## config.mk

```make
export PLATFORM = sky130hd
export DESIGN_NAME = hsd_core
export DESIGN_NICKNAME = d
export VERILOG_FILES = /design/src/hsd_pkg.sv /design/src/hsd_core.sv /design/src/hsd_lowpass.sv
export SDC_FILE = /design/constraint.sdc
export NUM_CORES = 2
export LEC_CHECK = 0
export BUFFER_PORTS_ARGS = -buffer_cell sky130_fd_sc_hd__buf_2
export CORE_MARGIN = 5
export CORE_UTILIZATION = 50
export CTS_CLUSTER_DIAMETER = 120
export DETAILED_ROUTE_END_ITERATION = 8
export HOLD_SLACK_MARGIN = 0.08
export PLACE_DENSITY = 0.69
export SYNTH_ARGS = -nofsm -noshare
export SYNTH_HDL_FRONTEND = slang
export SYNTH_SLANG_ARGS = --single-unit
```

## constraint.sdc

```tcl
create_clock -name i_clock -period 40.4 [get_ports i_clock]
set_clock_uncertainty 0.2 [all_clocks]
set_input_delay 8.08 -clock i_clock [delete_from_list [all_inputs] [get_ports i_clock]]
set_output_delay 8.08 -clock i_clock [all_outputs]
set_load 0.01 [all_outputs]
```

## src/hsd_pkg.sv

```systemverilog
/*
  hsd_pkg: shared constants of the hall switch signal path.
  register indices, field positions, widths, reset values and the cut-off tables.
  assumes nothing of its surroundings.
*/
package hsd_pkg;

  // register indices on the command port
  localparam logic [3:0] IDX_RANGE_CUTOFF = 4'h0;
  localparam logic [3:0] IDX_LIN_TC = 4'h1;
  localparam logic [3:0] IDX_QUAD_TC = 4'h2;
  localparam logic [3:0] IDX_GAIN = 4'h3;
  localparam logic [3:0] IDX_ZERO_OFS = 4'h4;
  localparam logic [3:0] IDX_LOW_THR = 4'h5;
  localparam logic [3:0] IDX_HIGH_THR = 4'h6;
  localparam logic [3:0] IDX_FREEZE = 4'h7;
  localparam logic [3:0] IDX_TRIM = 4'h8;
  localparam logic [3:0] IDX_READOUT = 4'h9;

  // field positions of range_and_cutoff_select
  localparam int RANGE_LSB = 0;
  localparam int CUTOFF_LSB = 3;
  localparam int SEL_W = 3;
  localparam int MODE_W = 6;

  // widths
  localparam int SAMPLE_W = 14;
  localparam int TC_W = 8;
  localparam int GAIN_W = 14;
  localparam int OFS_W = 11;
  localparam int LOW_W = 10;
  localparam int HIGH_W = 11;
  localparam int SIG_W = 12;
  localparam int DATA_W = 16;

  // signal scale: one supply span is 2048 threshold steps
  localparam int GAIN_FRAC = 11;
  localparam logic signed [39:0] SPAN = 40'sh00_0000_0800;
  localparam int TEMP_FRAC = 16;
  localparam int LIN_TC_SCALE = 4;

  // reset values
  localparam logic [5:0] MODE_RST = 6'h12;
  localparam logic [7:0] TC_RST = 8'h00;
  localparam logic [13:0] GAIN_RST = 14'h0800;
  localparam logic [10:0] OFS_RST = 11'h000;
  localparam logic [9:0] LOW_RST = 10'h200;
  localparam logic [10:0] HIGH_RST = 11'h600;

  // filter cut-off codes
  localparam logic [2:0] CUT_80HZ = 3'h0;
  localparam logic [2:0] CUT_160HZ = 3'h1;
  localparam logic [2:0] CUT_500HZ = 3'h2;
  localparam logic [2:0] CUT_1KHZ = 3'h3;
  localparam logic [2:0] CUT_2KHZ = 3'h4;
  localparam int FILT_FRAC = 6;

  // filtered sample limits per cut-off
  localparam logic signed [13:0] LIM_80_MIN = -14'sd3968;
  localparam logic signed [13:0] LIM_80_MAX = 14'sd3967;
  localparam logic signed [13:0] LIM_160_MIN = -14'sd1985;
  localparam logic signed [13:0] LIM_160_MAX = 14'sd1985;
  localparam logic signed [13:0] LIM_500_MIN = -14'sd5292;
  localparam logic signed [13:0] LIM_500_MAX = 14'sd5290;
  localparam logic signed [13:0] LIM_1K_MIN = -14'sd2646;
  localparam logic signed [13:0] LIM_1K_MAX = 14'sd2645;
  localparam logic signed [13:0] LIM_2K_MIN = -14'sd1512;
  localparam logic signed [13:0] LIM_2K_MAX = 14'sd1511;

  typedef struct packed {
    logic [4:0] shift;
    logic signed [13:0] lo;
    logic signed [13:0] hi;
  } hsd_cut_t;

  // decoding of the cut-off field, used by the filter and its limit check
  function automatic hsd_cut_t hsd_cut_decode(input logic [2:0] code);
    hsd_cut_t c;
    c = '{shift: 5'd1, lo: LIM_2K_MIN, hi: LIM_2K_MAX};
    unique case (code)
      CUT_80HZ: c = '{shift: 5'd6, lo: LIM_80_MIN, hi: LIM_80_MAX};
      CUT_160HZ: c = '{shift: 5'd5, lo: LIM_160_MIN, hi: LIM_160_MAX};
      CUT_500HZ: c = '{shift: 5'd3, lo: LIM_500_MIN, hi: LIM_500_MAX};
      CUT_1KHZ: c = '{shift: 5'd2, lo: LIM_1K_MIN, hi: LIM_1K_MAX};
      default: c = '{shift: 5'd1, lo: LIM_2K_MIN, hi: LIM_2K_MAX};
    endcase
    return c;
  endfunction

endpackage

```

## src/hsd_core.sv

```systemverilog
/*
  hsd_core: signal path and configuration store of the programmable magnetic switch.
  field sample filter, gain with temperature shaping, zero-field offset, hysteresis
  comparator, configuration registers with permanent freeze, selection and command port.
  assumes the supply monitor and the telegram codec sit
  outside and present synchronous levels and one-cycle command strobes.
*/
// Summary of operation
// - output goes low above high threshold, high below low threshold.
// - gain is signed -4..4 in 1/2048 steps; gain 1 gives span per 2048.
// - zero-field offset, -span..span in two-step units, is added to scaled sample.
// - negative offset clamps signal maximum to offset plus one span.
// - mode low three bits select converter field range, sent to front end.
// - mode high three bits select low-pass cut-off.
// - field sample is signed, positive for north pole on branded side.
// - sample is low-pass filtered and made readable before gain and offset.
// - filtered sample is limited per cut-off setting.
// - normal supply switches; raised supply, unless frozen, decodes commands, no switching.
// - only a device selected by a pulse on its output takes part.
// - configuration programmable until frozen; freeze bit clears only at a reset with stored freeze low.
// - factory trim is read-only to the customer.
// - linear and quadratic temperature coefficients shape the gain.
// - signal is gain times sample plus offset from stored configuration.
// - low threshold spans half supply, high threshold full supply, 2.44 mV steps.
// - freeze bit is one bit; once set every modulation and command is ignored.
// - readout is the 14-bit filtered sample, readable by the programmer.
`timescale 1ns/1ps
`default_nettype none
module hsd_core
  import hsd_pkg::*;
#(
  parameter logic [DATA_W-1:0] TRIM_VALUE = 16'h0000, // arbitrary factory trim image
  parameter int IDX_W = 4
) (
  // clock and reset
  input wire logic i_clock,
  input wire logic i_sys_rst,
  // converter and temperature
  input wire logic i_sample_valid,
  input wire logic signed [SAMPLE_W-1:0] i_sample,
  input wire logic signed [TC_W-1:0] i_temp_delta,
  output logic [SEL_W-1:0] o_field_range,
  // supply monitor and nonvolatile freeze state
  input wire logic i_raised_supply,
  input wire logic i_stored_freeze,
  // output pin
  input wire logic i_out_pin,
  output logic o_out,
  output logic o_out_oe,
  // decoded command port
  input wire logic i_cmd_valid,
  input wire logic i_cmd_write,
  input wire logic [IDX_W-1:0] i_cmd_index,
  input wire logic [DATA_W-1:0] i_cmd_wdata,
  output logic o_rsp_valid,
  output logic [DATA_W-1:0] o_rsp_data,
  output logic o_selected
);
  initial if (IDX_W != 4) $error("hsd_core: IDX_W must be 4");

  logic [MODE_W-1:0] mode_q, mode_d;
  logic signed [TC_W-1:0] lin_tc_q, lin_tc_d, quad_tc_q, quad_tc_d;
  logic signed [GAIN_W-1:0] gain_q, gain_d;
  logic signed [OFS_W-1:0] zero_field_offset_q, zero_field_offset_d;
  logic [LOW_W-1:0] low_q, low_d;
  logic [HIGH_W-1:0] high_q, high_d;
  logic permanent_freeze_bit_q, permanent_freeze_bit_d;
  logic sel_q, sel_d, pin_q;
  logic rsp_valid_q, rsp_valid_d;
  logic [DATA_W-1:0] rsp_data_q, rsp_data_d;
  logic [SIG_W-1:0] sig_q, sig_d;
  logic out_q, out_d;
  logic signed [SAMPLE_W-1:0] filtered;
  logic prog_active, cmd_ok, wr;
  logic signed [39:0] tcorr, gain_eff, scaled, sig_w, sig_max;

  // filter ahead of gain, offset and comparison
  hsd_lowpass #(.W(SAMPLE_W)) u_lowpass (
    .i_clock(i_clock),
    .i_sys_rst(i_sys_rst),
    .i_sample_valid(i_sample_valid),
    .i_sample(i_sample),
    .i_cutoff(mode_q[CUTOFF_LSB +: SEL_W]),
    .o_filtered(filtered)
  );

  assign o_field_range = mode_q[RANGE_LSB +: SEL_W];

  // programming session: raised supply, unless frozen
  always_comb begin
    prog_active = i_raised_supply && !permanent_freeze_bit_q;
    cmd_ok = prog_active && sel_q && i_cmd_valid;
    wr = cmd_ok && i_cmd_write && !permanent_freeze_bit_q;
    sel_d = sel_q;
    if (!prog_active) begin
      sel_d = 1'b0;
    end else if (i_out_pin && !pin_q) begin
      sel_d = 1'b1;
    end
  end

  // configuration store
  always_comb begin
    mode_d = mode_q;
    lin_tc_d = lin_tc_q;
    quad_tc_d = quad_tc_q;
    gain_d = gain_q;
    zero_field_offset_d = zero_field_offset_q;
    low_d = low_q;
    high_d = high_q;
    permanent_freeze_bit_d = permanent_freeze_bit_q;
    if (wr) begin
      unique case (i_cmd_index)
        IDX_RANGE_CUTOFF: mode_d = i_cmd_wdata[MODE_W-1:0];
        IDX_LIN_TC: lin_tc_d = i_cmd_wdata[TC_W-1:0];
        IDX_QUAD_TC: quad_tc_d = i_cmd_wdata[TC_W-1:0];
        IDX_GAIN: gain_d = i_cmd_wdata[GAIN_W-1:0];
        IDX_ZERO_OFS: zero_field_offset_d = i_cmd_wdata[OFS_W-1:0];
        IDX_LOW_THR: low_d = i_cmd_wdata[LOW_W-1:0];
        IDX_HIGH_THR: high_d = i_cmd_wdata[HIGH_W-1:0];
        IDX_FREEZE: permanent_freeze_bit_d = permanent_freeze_bit_q | i_cmd_wdata[0];
        default: ; // trim and readout ignore writes
      endcase
    end
  end

  // read answer, one cycle after the command
  always_comb begin
    rsp_valid_d = cmd_ok && !i_cmd_write;
    rsp_data_d = rsp_data_q;
    if (cmd_ok && !i_cmd_write) begin
      unique case (i_cmd_index)
        IDX_RANGE_CUTOFF: rsp_data_d = DATA_W'(mode_q);
        IDX_LIN_TC: rsp_data_d = DATA_W'(lin_tc_q);
        IDX_QUAD_TC: rsp_data_d = DATA_W'(quad_tc_q);
        IDX_GAIN: rsp_data_d = DATA_W'(gain_q);
        IDX_ZERO_OFS: rsp_data_d = DATA_W'(zero_field_offset_q);
        IDX_LOW_THR: rsp_data_d = DATA_W'(low_q);
        IDX_HIGH_THR: rsp_data_d = DATA_W'(high_q);
        IDX_FREEZE: rsp_data_d = DATA_W'(permanent_freeze_bit_q);
        IDX_TRIM: rsp_data_d = TRIM_VALUE;
        IDX_READOUT: rsp_data_d = DATA_W'($signed(filtered));
        default: rsp_data_d = 16'h0000;
      endcase
    end
  end

  // gain with temperature shaping, offset and clamp
  always_comb begin
    tcorr = 40'(lin_tc_q) * 40'(i_temp_delta) * 40'(LIN_TC_SCALE)
          + 40'(quad_tc_q) * 40'(i_temp_delta) * 40'(i_temp_delta);
    gain_eff = 40'(gain_q) + ((40'(gain_q) * tcorr) >>> TEMP_FRAC);
    scaled = (gain_eff * 40'(filtered)) >>> GAIN_FRAC;
    sig_w = scaled + (40'(zero_field_offset_q) <<< 1);
    sig_max = (zero_field_offset_q < 0) ? (40'(zero_field_offset_q) <<< 1) + SPAN : SPAN;
    if (sig_w > sig_max) begin
      sig_d = SIG_W'(sig_max);
    end else if (sig_w < 0) begin
      sig_d = '0;
    end else begin
      sig_d = SIG_W'(sig_w);
    end
  end

  // hysteresis comparator, frozen during a programming session
  always_comb begin
    out_d = out_q;
    if (!prog_active) begin
      if (sig_q > SIG_W'(high_q)) begin
        out_d = 1'b0;
      end else if (sig_q < SIG_W'(low_q)) begin
        out_d = 1'b1;
      end
    end
  end

  // configuration store registers
  always_ff @(posedge i_clock) begin
    if (i_sys_rst) begin
      mode_q <= MODE_RST;
      lin_tc_q <= TC_RST;
      quad_tc_q <= TC_RST;
      gain_q <= GAIN_RST;
      zero_field_offset_q <= OFS_RST;
      low_q <= LOW_RST;
      high_q <= HIGH_RST;
      permanent_freeze_bit_q <= i_stored_freeze;
    end else begin
      mode_q <= mode_d;
      lin_tc_q <= lin_tc_d;
      quad_tc_q <= quad_tc_d;
      gain_q <= gain_d;
      zero_field_offset_q <= zero_field_offset_d;
      low_q <= low_d;
      high_q <= high_d;
      permanent_freeze_bit_q <= permanent_freeze_bit_d | i_stored_freeze;
    end
  end

  // session registers; pin history starts at the driven-high idle level
  always_ff @(posedge i_clock) begin
    if (i_sys_rst) begin
      sel_q <= 1'b0;
      pin_q <= 1'b1;
    end else begin
      sel_q <= sel_d;
      pin_q <= i_out_pin;
    end
  end

  // read answer registers
  always_ff @(posedge i_clock) begin
    if (i_sys_rst) begin
      rsp_valid_q <= 1'b0;
      rsp_data_q <= 16'h0000;
    end else begin
      rsp_valid_q <= rsp_valid_d;
      rsp_data_q <= rsp_data_d;
    end
  end

  // signal path registers
  always_ff @(posedge i_clock) begin
    if (i_sys_rst) begin
      sig_q <= '0;
      out_q <= 1'b1;
    end else begin
      sig_q <= sig_d;
      out_q <= out_d;
    end
  end

  assign o_out = out_q;
  assign o_out_oe = !prog_active;
  assign o_rsp_valid = rsp_valid_q;
  assign o_rsp_data = rsp_data_q;
  assign o_selected = sel_q;
endmodule
`default_nettype wire

```

## src/hsd_lowpass.sv

```systemverilog
/*
  hsd_lowpass: first order digital low-pass on the converter sample, limited per cut-off.
  assumes one sample strobe per converter result, synchronous to i_clock.
*/
`timescale 1ns/1ps
`default_nettype none
module hsd_lowpass
  import hsd_pkg::*;
#(
  parameter int W = SAMPLE_W
) (
  // clock and reset
  input wire logic i_clock,
  input wire logic i_sys_rst,
  // sample in
  input wire logic i_sample_valid,
  input wire logic signed [W-1:0] i_sample,
  input wire logic [2:0] i_cutoff,
  // filtered out
  output logic signed [W-1:0] o_filtered
);
  localparam int AW = W + FILT_FRAC + 2;
  initial if (W != SAMPLE_W) $error("hsd_lowpass: W must equal SAMPLE_W");

  logic signed [AW-1:0] acc_q, acc_d;
  logic signed [W-1:0] out_q, out_d;
  logic signed [AW-1:0] step;
  logic signed [AW-1:0] y;
  hsd_cut_t cut;

  always_comb begin
    cut = hsd_cut_decode(i_cutoff);
    step = (AW'(i_sample) <<< FILT_FRAC) - acc_q;
    acc_d = acc_q;
    if (i_sample_valid) begin
      acc_d = acc_q + (step >>> cut.shift);
    end
    y = acc_d >>> FILT_FRAC;
    // limit per cut-off
    if (y > AW'(cut.hi)) begin
      out_d = cut.hi;
    end else if (y < AW'(cut.lo)) begin
      out_d = cut.lo;
    end else begin
      out_d = W'(y);
    end
  end

  always_ff @(posedge i_clock) begin
    if (i_sys_rst) begin
      acc_q <= '0;
      out_q <= '0;
    end else begin
      acc_q <= acc_d;
      out_q <= out_d;
    end
  end

  assign o_filtered = out_q;
endmodule
`default_nettype wire

```

# Word-level counts from Yosys, hierarchy flattened
# Cells that the tools add are included.
[op_classes]
n_addsub = 6
n_mul = 5
div = 0
order_cmp = 7
eq_ne = 11
n_shift = 1
mux = 13
bitwise = 3
reduce_logical = 23
[ops]
columns = ["operator", "n"]
rows = [
  ["case mux 16 bit (9 select lines)", 1],
  ["case mux 31 bit (4 select lines)", 1],
  ["> comparator 28 x 40 -> 1 bit", 1],
  ["2-to-1 mux 40 bit", 1],
  ["multiplier 14 x 25 -> 39 bit", 1],
  ["multiplier 24 x 14 -> 38 bit", 1],
  ["multiplier 8 x 8 -> 16 bit", 2],
  ["adder 27 x 12 -> 28 bit", 1],
  ["< comparator 28 x 1 -> 1 bit, second input constant", 1],
  ["2-to-1 mux 14 bit", 2],
  ["adder 18 x 24 -> 25 bit", 1],
  ["adder 14 x 23 -> 24 bit", 1],
  ["multiplier 16 x 8 -> 24 bit", 1],
  ["2-to-1 mux 12 bit", 2],
  ["adder 22 bit", 1],
  ["2-to-1 mux 22 bit", 1],
  [">>> shifter 22 x 3 -> 22 bit", 1],
  ["subtractor 20 x 22 -> 22 bit", 1],
  ["equality test 4 x 3 -> 1 bit, second input constant", 4],
  ["> comparator 16 x 14 -> 1 bit", 1],
  ["< comparator 16 x 14 -> 1 bit", 1],
  ["AND reduction 2 bit", 8],
  ["adder 12 x 13 -> 14 bit, second input constant", 1],
  ["> comparator 12 x 11 -> 1 bit", 1],
  ["16 further kinds", 32],
]
[totals]
ff_bits = 137
latch_bits = 0
ramBits = 0
rom_bits = 0
in_bits = 50
out_inout_bits = 23
elab_cells = 86
n_memories = 0

# Logic depth before layout (Yosys ltp)
[depth]
depth_word = 10
mapped_depth = 108
mapped_depth_nobuf = 101

# By module
# From an unflattened synthesis, not the netlist that was laid out.
[unflattened]
hier_cells = 5278
area_unflattened_um2 = 45114.5
[modules_own_cells]
columns = ["module", "instances", "cells_each", "area_each_um2", "seq_area_each_um2"]
rows = [
  ["hsd_core", 1, 4585, 40121.0, 1981.9],
  ["hsd_lowpass", 1, 693, 4993.5, 720.7],
]

# Worst setup path after synthesis
# OpenSTA, ideal clock, no wires.
[synth_timing]
path_type = "input to register"
start = "in i_temp_delta[7]"
end = "reg sig_q[10]"
setup_ps = 72
arrival_ps = 30744
required_time_ps = 40128
path_slack_ps = 9384
cell_stages = 95
n_path_buf = 7
cell_sequence = "inv_1 > clkbuf_1 > fa_1 > fa_1 > fa_1 > fa_1 > inv_1 > ha_1 > inv_1 > o21ai_0 > a21oi_1 > o21ai_0 > a21oi_1 > nor2b_1 > o21a_1 > o41ai_1 > xnor2_1 > clkbuf_1 > [59 not listed] > nand3b_1 > o211ai_1 > a21boi_0 > o21ai_0 > a21oi_1 > xor2_1 > ha_1 > inv_1 > a222oi_1 > o2111ai_1 > a311o_1 > a211oi_1 > o2111ai_1 > a2111oi_0 > nand4_1 > nor3_2 > buf_4 > mux2i_1"
[synth_between]
elab_chain_cells = 10
elab_cells_between_ends = 12
classes_between = "3 x add/sub; 5 x mul; 2 x order compare; 2 x mux"
[synth_lines]
columns = ["item", "line", "source"]
rows = [
  ["start: declaration", "hsd_core.sv:41", "input wire logic signed [TC_W-1:0] i_temp_delta,"],
  ["multiplier 8 x 8 -> 16 bit", "hsd_core.sv:151", "+ 40'(quad_tc_q) * 40'(i_temp_delta) * 40'(i_temp_delta);"],
  ["multiplier 16 x 8 -> 24 bit", "hsd_core.sv:151", ""],
  ["adder 18 x 24 -> 25 bit (*)", "hsd_core.sv:151", ""],
  ["multiplier 14 x 25 -> 39 bit (*)", "hsd_core.sv:152", "gain_eff = 40'(gain_q) + ((40'(gain_q) * tcorr) >>> TEMP_FRAC);"],
  ["adder 14 x 23 -> 24 bit (*)", "hsd_core.sv:152", ""],
  ["multiplier 24 x 14 -> 38 bit (*)", "hsd_core.sv:153", "scaled = (gain_eff * 40'(filtered)) >>> GAIN_FRAC;"],
  ["adder 27 x 12 -> 28 bit (*)", "hsd_core.sv:154", "sig_w = scaled + (40'(zero_field_offset_q) <<< 1);"],
  ["< comparator 28 x 1 -> 1 bit", "hsd_core.sv:158", "end else if (sig_w < 0) begin"],
  ["2-to-1 mux 12 bit", "hsd_core.sv:158", ""],
  ["2-to-1 mux 12 bit (*)", "hsd_core.sv:156", "if (sig_w > sig_max) begin"],
  ["end signal: assignment", "hsd_core.sv:228", "sig_q <= sig_d;"],
  ["end: declaration", "hsd_core.sv:71", "logic [SIG_W-1:0] sig_q, sig_d;"],
]
# Mark *: on every way between the ends. The rest lies on a longest branch, timed or not.
# A chain may end at the register's enable or synchronous reset.

# Worst setup path in the final report
[layout_timing]
start = "in i_temp_delta[2]"
end = "reg sig_q[8]"
# The elaborated chain is that of the path after synthesis.

==> run metrics <==
initial antenna violation count 5; Layout area overhead 4.55%; FF+latch count, synth between 100 and 150; Skew-Pair Late Insertion Delay about 460 ps; Syn Std Cell Area approximately 45000 µm²; Congestion Overflow GR 0; die width approximately 310 µm; IO Count 73; status finished clean; max cap viols 0; Post-CTS Setup Inserts 0; gr usage total roughly a quarter; Nets roughly 6500; Slew Viols, Final 0; largest net degree at the start of global routing 87; Die Footprint 96000 µm²; asr flop ratio synth 0%; drt drc 0; period utilisation layout approximately 85%; CTS max path bufs 2; fin worst setup slack ~6000 ps; first-pass GRT wire length roughly 190 mm; RSZ-0062 raised after global routing false; slowest CP cell xnor2_2; clk root buf clkbuf_16; layout cell share with drive strength beyond 1 under 10%; Worst Setup End Kind register; YS warnings 0; Setup-failing EPs final 0; CP Launch Type primary input; Post-Synthesis Mean Instance Area 8.59 µm²; routed len/inst roughly 18 µm; H-Tree Depth 4; Core Box Area ~90000 µm²; Buffers on Ports 70; final hold vios 0; Clock Pin Slew Worst Setup and Hold Paths approximately 70 ps; routed wire length about 110 mm; post-DP HPWL approximately 90 mm; Period minus WS final roughly 34000 ps; final design utilization between 50% and 60%; commonest non-fill, non-tap cells in the layout inv_1 (1012), fa_1 (861), nand2_1 (568); Worst Path Max Fanout 34; CTS tree yes; remaining antenna violation count 0; crit path DAT about 34000 ps; Critical Path Max Stage Delay about 840 ps; register area share after synthesis 6.01%; post-synth net total between 6000 and 7000; Post-synth top flop dfxtp_1; CTS Buf Count 17; crit path kind in2reg; DR iter-0 viols roughly 2200; Worst path most repeated cell fa_1; number of flops mapped to enable cells by yosys 0; pre-CTS setup slack 5930 ps; vias per cell between 5 and 6; fill count 8378; vias post-DR 34800; Synth cell types 89; Initial Utilization between 50% and 60%; die height 310 µm; post_cts resized 0; setup TNS 0 ps; drt pass-1 iters 7; leading cell type in the layout, fill and taps excluded inv_1; row count 110; CP required about 41000 ps; Post-CTS Hold Fix Bufs 0; normalized max-slew margin 15.7%; vias in the first global route around 37000; Cells after Synth ~5200; worst-margin pin slew ~1300 ps; routability congestion estimate around 0.9; clock sink total ~140; f_max between 20 and 30 MHz; HP Class reg2reg
[sequential cells by signal, indices dropped and copies added, names as in the netlist, 6 cells and up]
register / cells
low_q: 10
zero_field_offset_q: 11
quad_tc_q: 8
gain_q: 14
mode_q: 6
u_lowpass.acc_q: 22
high_q: 11
u_lowpass.o_filtered: 14
sig_q: 12
o_rsp_data: 14
lin_tc_q: 8
[stage by stage]
step,instances,instance area [µm²],hold WS (ps)
2_1_floorplan,5235,44900,236
6_report,6345,47000,260
3_5_place_dp,6309,46400,249
3_3_place_gp,6309,46400,247
5_1_grt,6343,47000,289
4_1_cts,6341,47000,258
[worst paths after layout]
kind | from | endpoint | slack (ps) | depth (start not counted)
worst max-delay path | i_temp_delta[2] | sig_q[8] | 6100 | 92
worst min-delay path | high_q[2] | high_q[2] | 260 | 2
worst max register to register | quad_tc_q[3] | sig_q[8] | 13730 | 91
worst min register to register | high_q[2] | high_q[2] | 260 | 2
[synthesized netlist by cell type (7+ instances only)]
library cell | count | area [µm²]
and2_1 | 446 | 2790
a21boi_0 | 10 | 75.1
nand3_1 | 49 | 245
ha_1 | 436 | 5460
o22ai_1 | 12 | 75.1
nand4_1 | 12 | 75.1
nand3b_1 | 10 | 75.1
and3_1 | 29 | 181
o21a_1 | 26 | 195
o211ai_1 | 13 | 97.6
o21ai_0 | 102 | 510
nor2_1 | 225 | 845
xor2_1 | 45 | 394
a222oi_1 | 7 | 70.1
or2_2 | 11 | 68.8
a22oi_1 | 19 | 143
inv_1 | 1012 | 3800
a211o_1 | 11 | 96.3
o21bai_1 | 18 | 135
a21oi_1 | 252 | 1260
nor2b_1 | 83 | 519
clkbuf_1 | 223 | 837
nand2b_1 | 88 | 551
and4_1 | 7 | 61.3
a31oi_1 | 23 | 144
nand2_1 | 568 | 2130
mux2i_1 | 50 | 500
o31ai_1 | 8 | 60.1
a211oi_1 | 23 | 173
a221oi_1 | 10 | 87.6
a22o_1 | 9 | 78.8
fa_1 | 861 | 17200
nor3_1 | 48 | 240
o2111ai_1 | 9 | 78.8
mux2_2 | 10 | 113
dfxtp_1 | 135 | 2700
a21o_1 | 64 | 480
xnor2_1 | 142 | 1240
or3_1 | 15 | 93.8
[worst max-delay path: cells and delay by family]
kind	cells	cell delay (ps)
buffers and inverters	11	1410
AND/OR/NAND/NOR	17	3190
XOR/XNOR	4	1650
adder cells (fa/ha/maj)	27	12030
AO/OA/AOI/OAI	32	7820
multiplexers	1	240
[final cells by class]
cell class              count  area [µm²]  share of cell area (%)
repair buffers            140         878                    1.87
inverters                1016        3810                    8.12
clock inverters            13         113                   0.240
flip-flops and latches    135        2700                    5.75
well taps                1176        1470                    3.13
diodes                      4        10.0                  0.0213
clock buffers              19         433                   0.921
multi-input cells        3842       37600                    80.0
[cell families (layout without fill, tap and decap cells)]
group,count (synthesis),in the layout,synth area share (%)
AO/OA/AOI/OAI,683,683,9.79
XOR/XNOR,188,188,3.68
adder cells (fa/ha/maj),1297,1297,50.5
buffers and inverters,1258,1188,10.6
flip-flops,135,135,6.01
multiplexers,62,62,1.44
other,0,4,0
AND/OR/NAND/NOR,1612,1612,18.0
[layer usage]
layer / global-route usage [%] / part of all wire, %
met5: 0 / 0
met4: 5.34 / 2.1
met3: 4.32 / 7.3
met2: 42.9 / 49
met1: 32.6 / 42
Power is left out: the tool's default activity adds up to more than one toggle a clock period on the data nets, which glitch-free logic cannot reach.
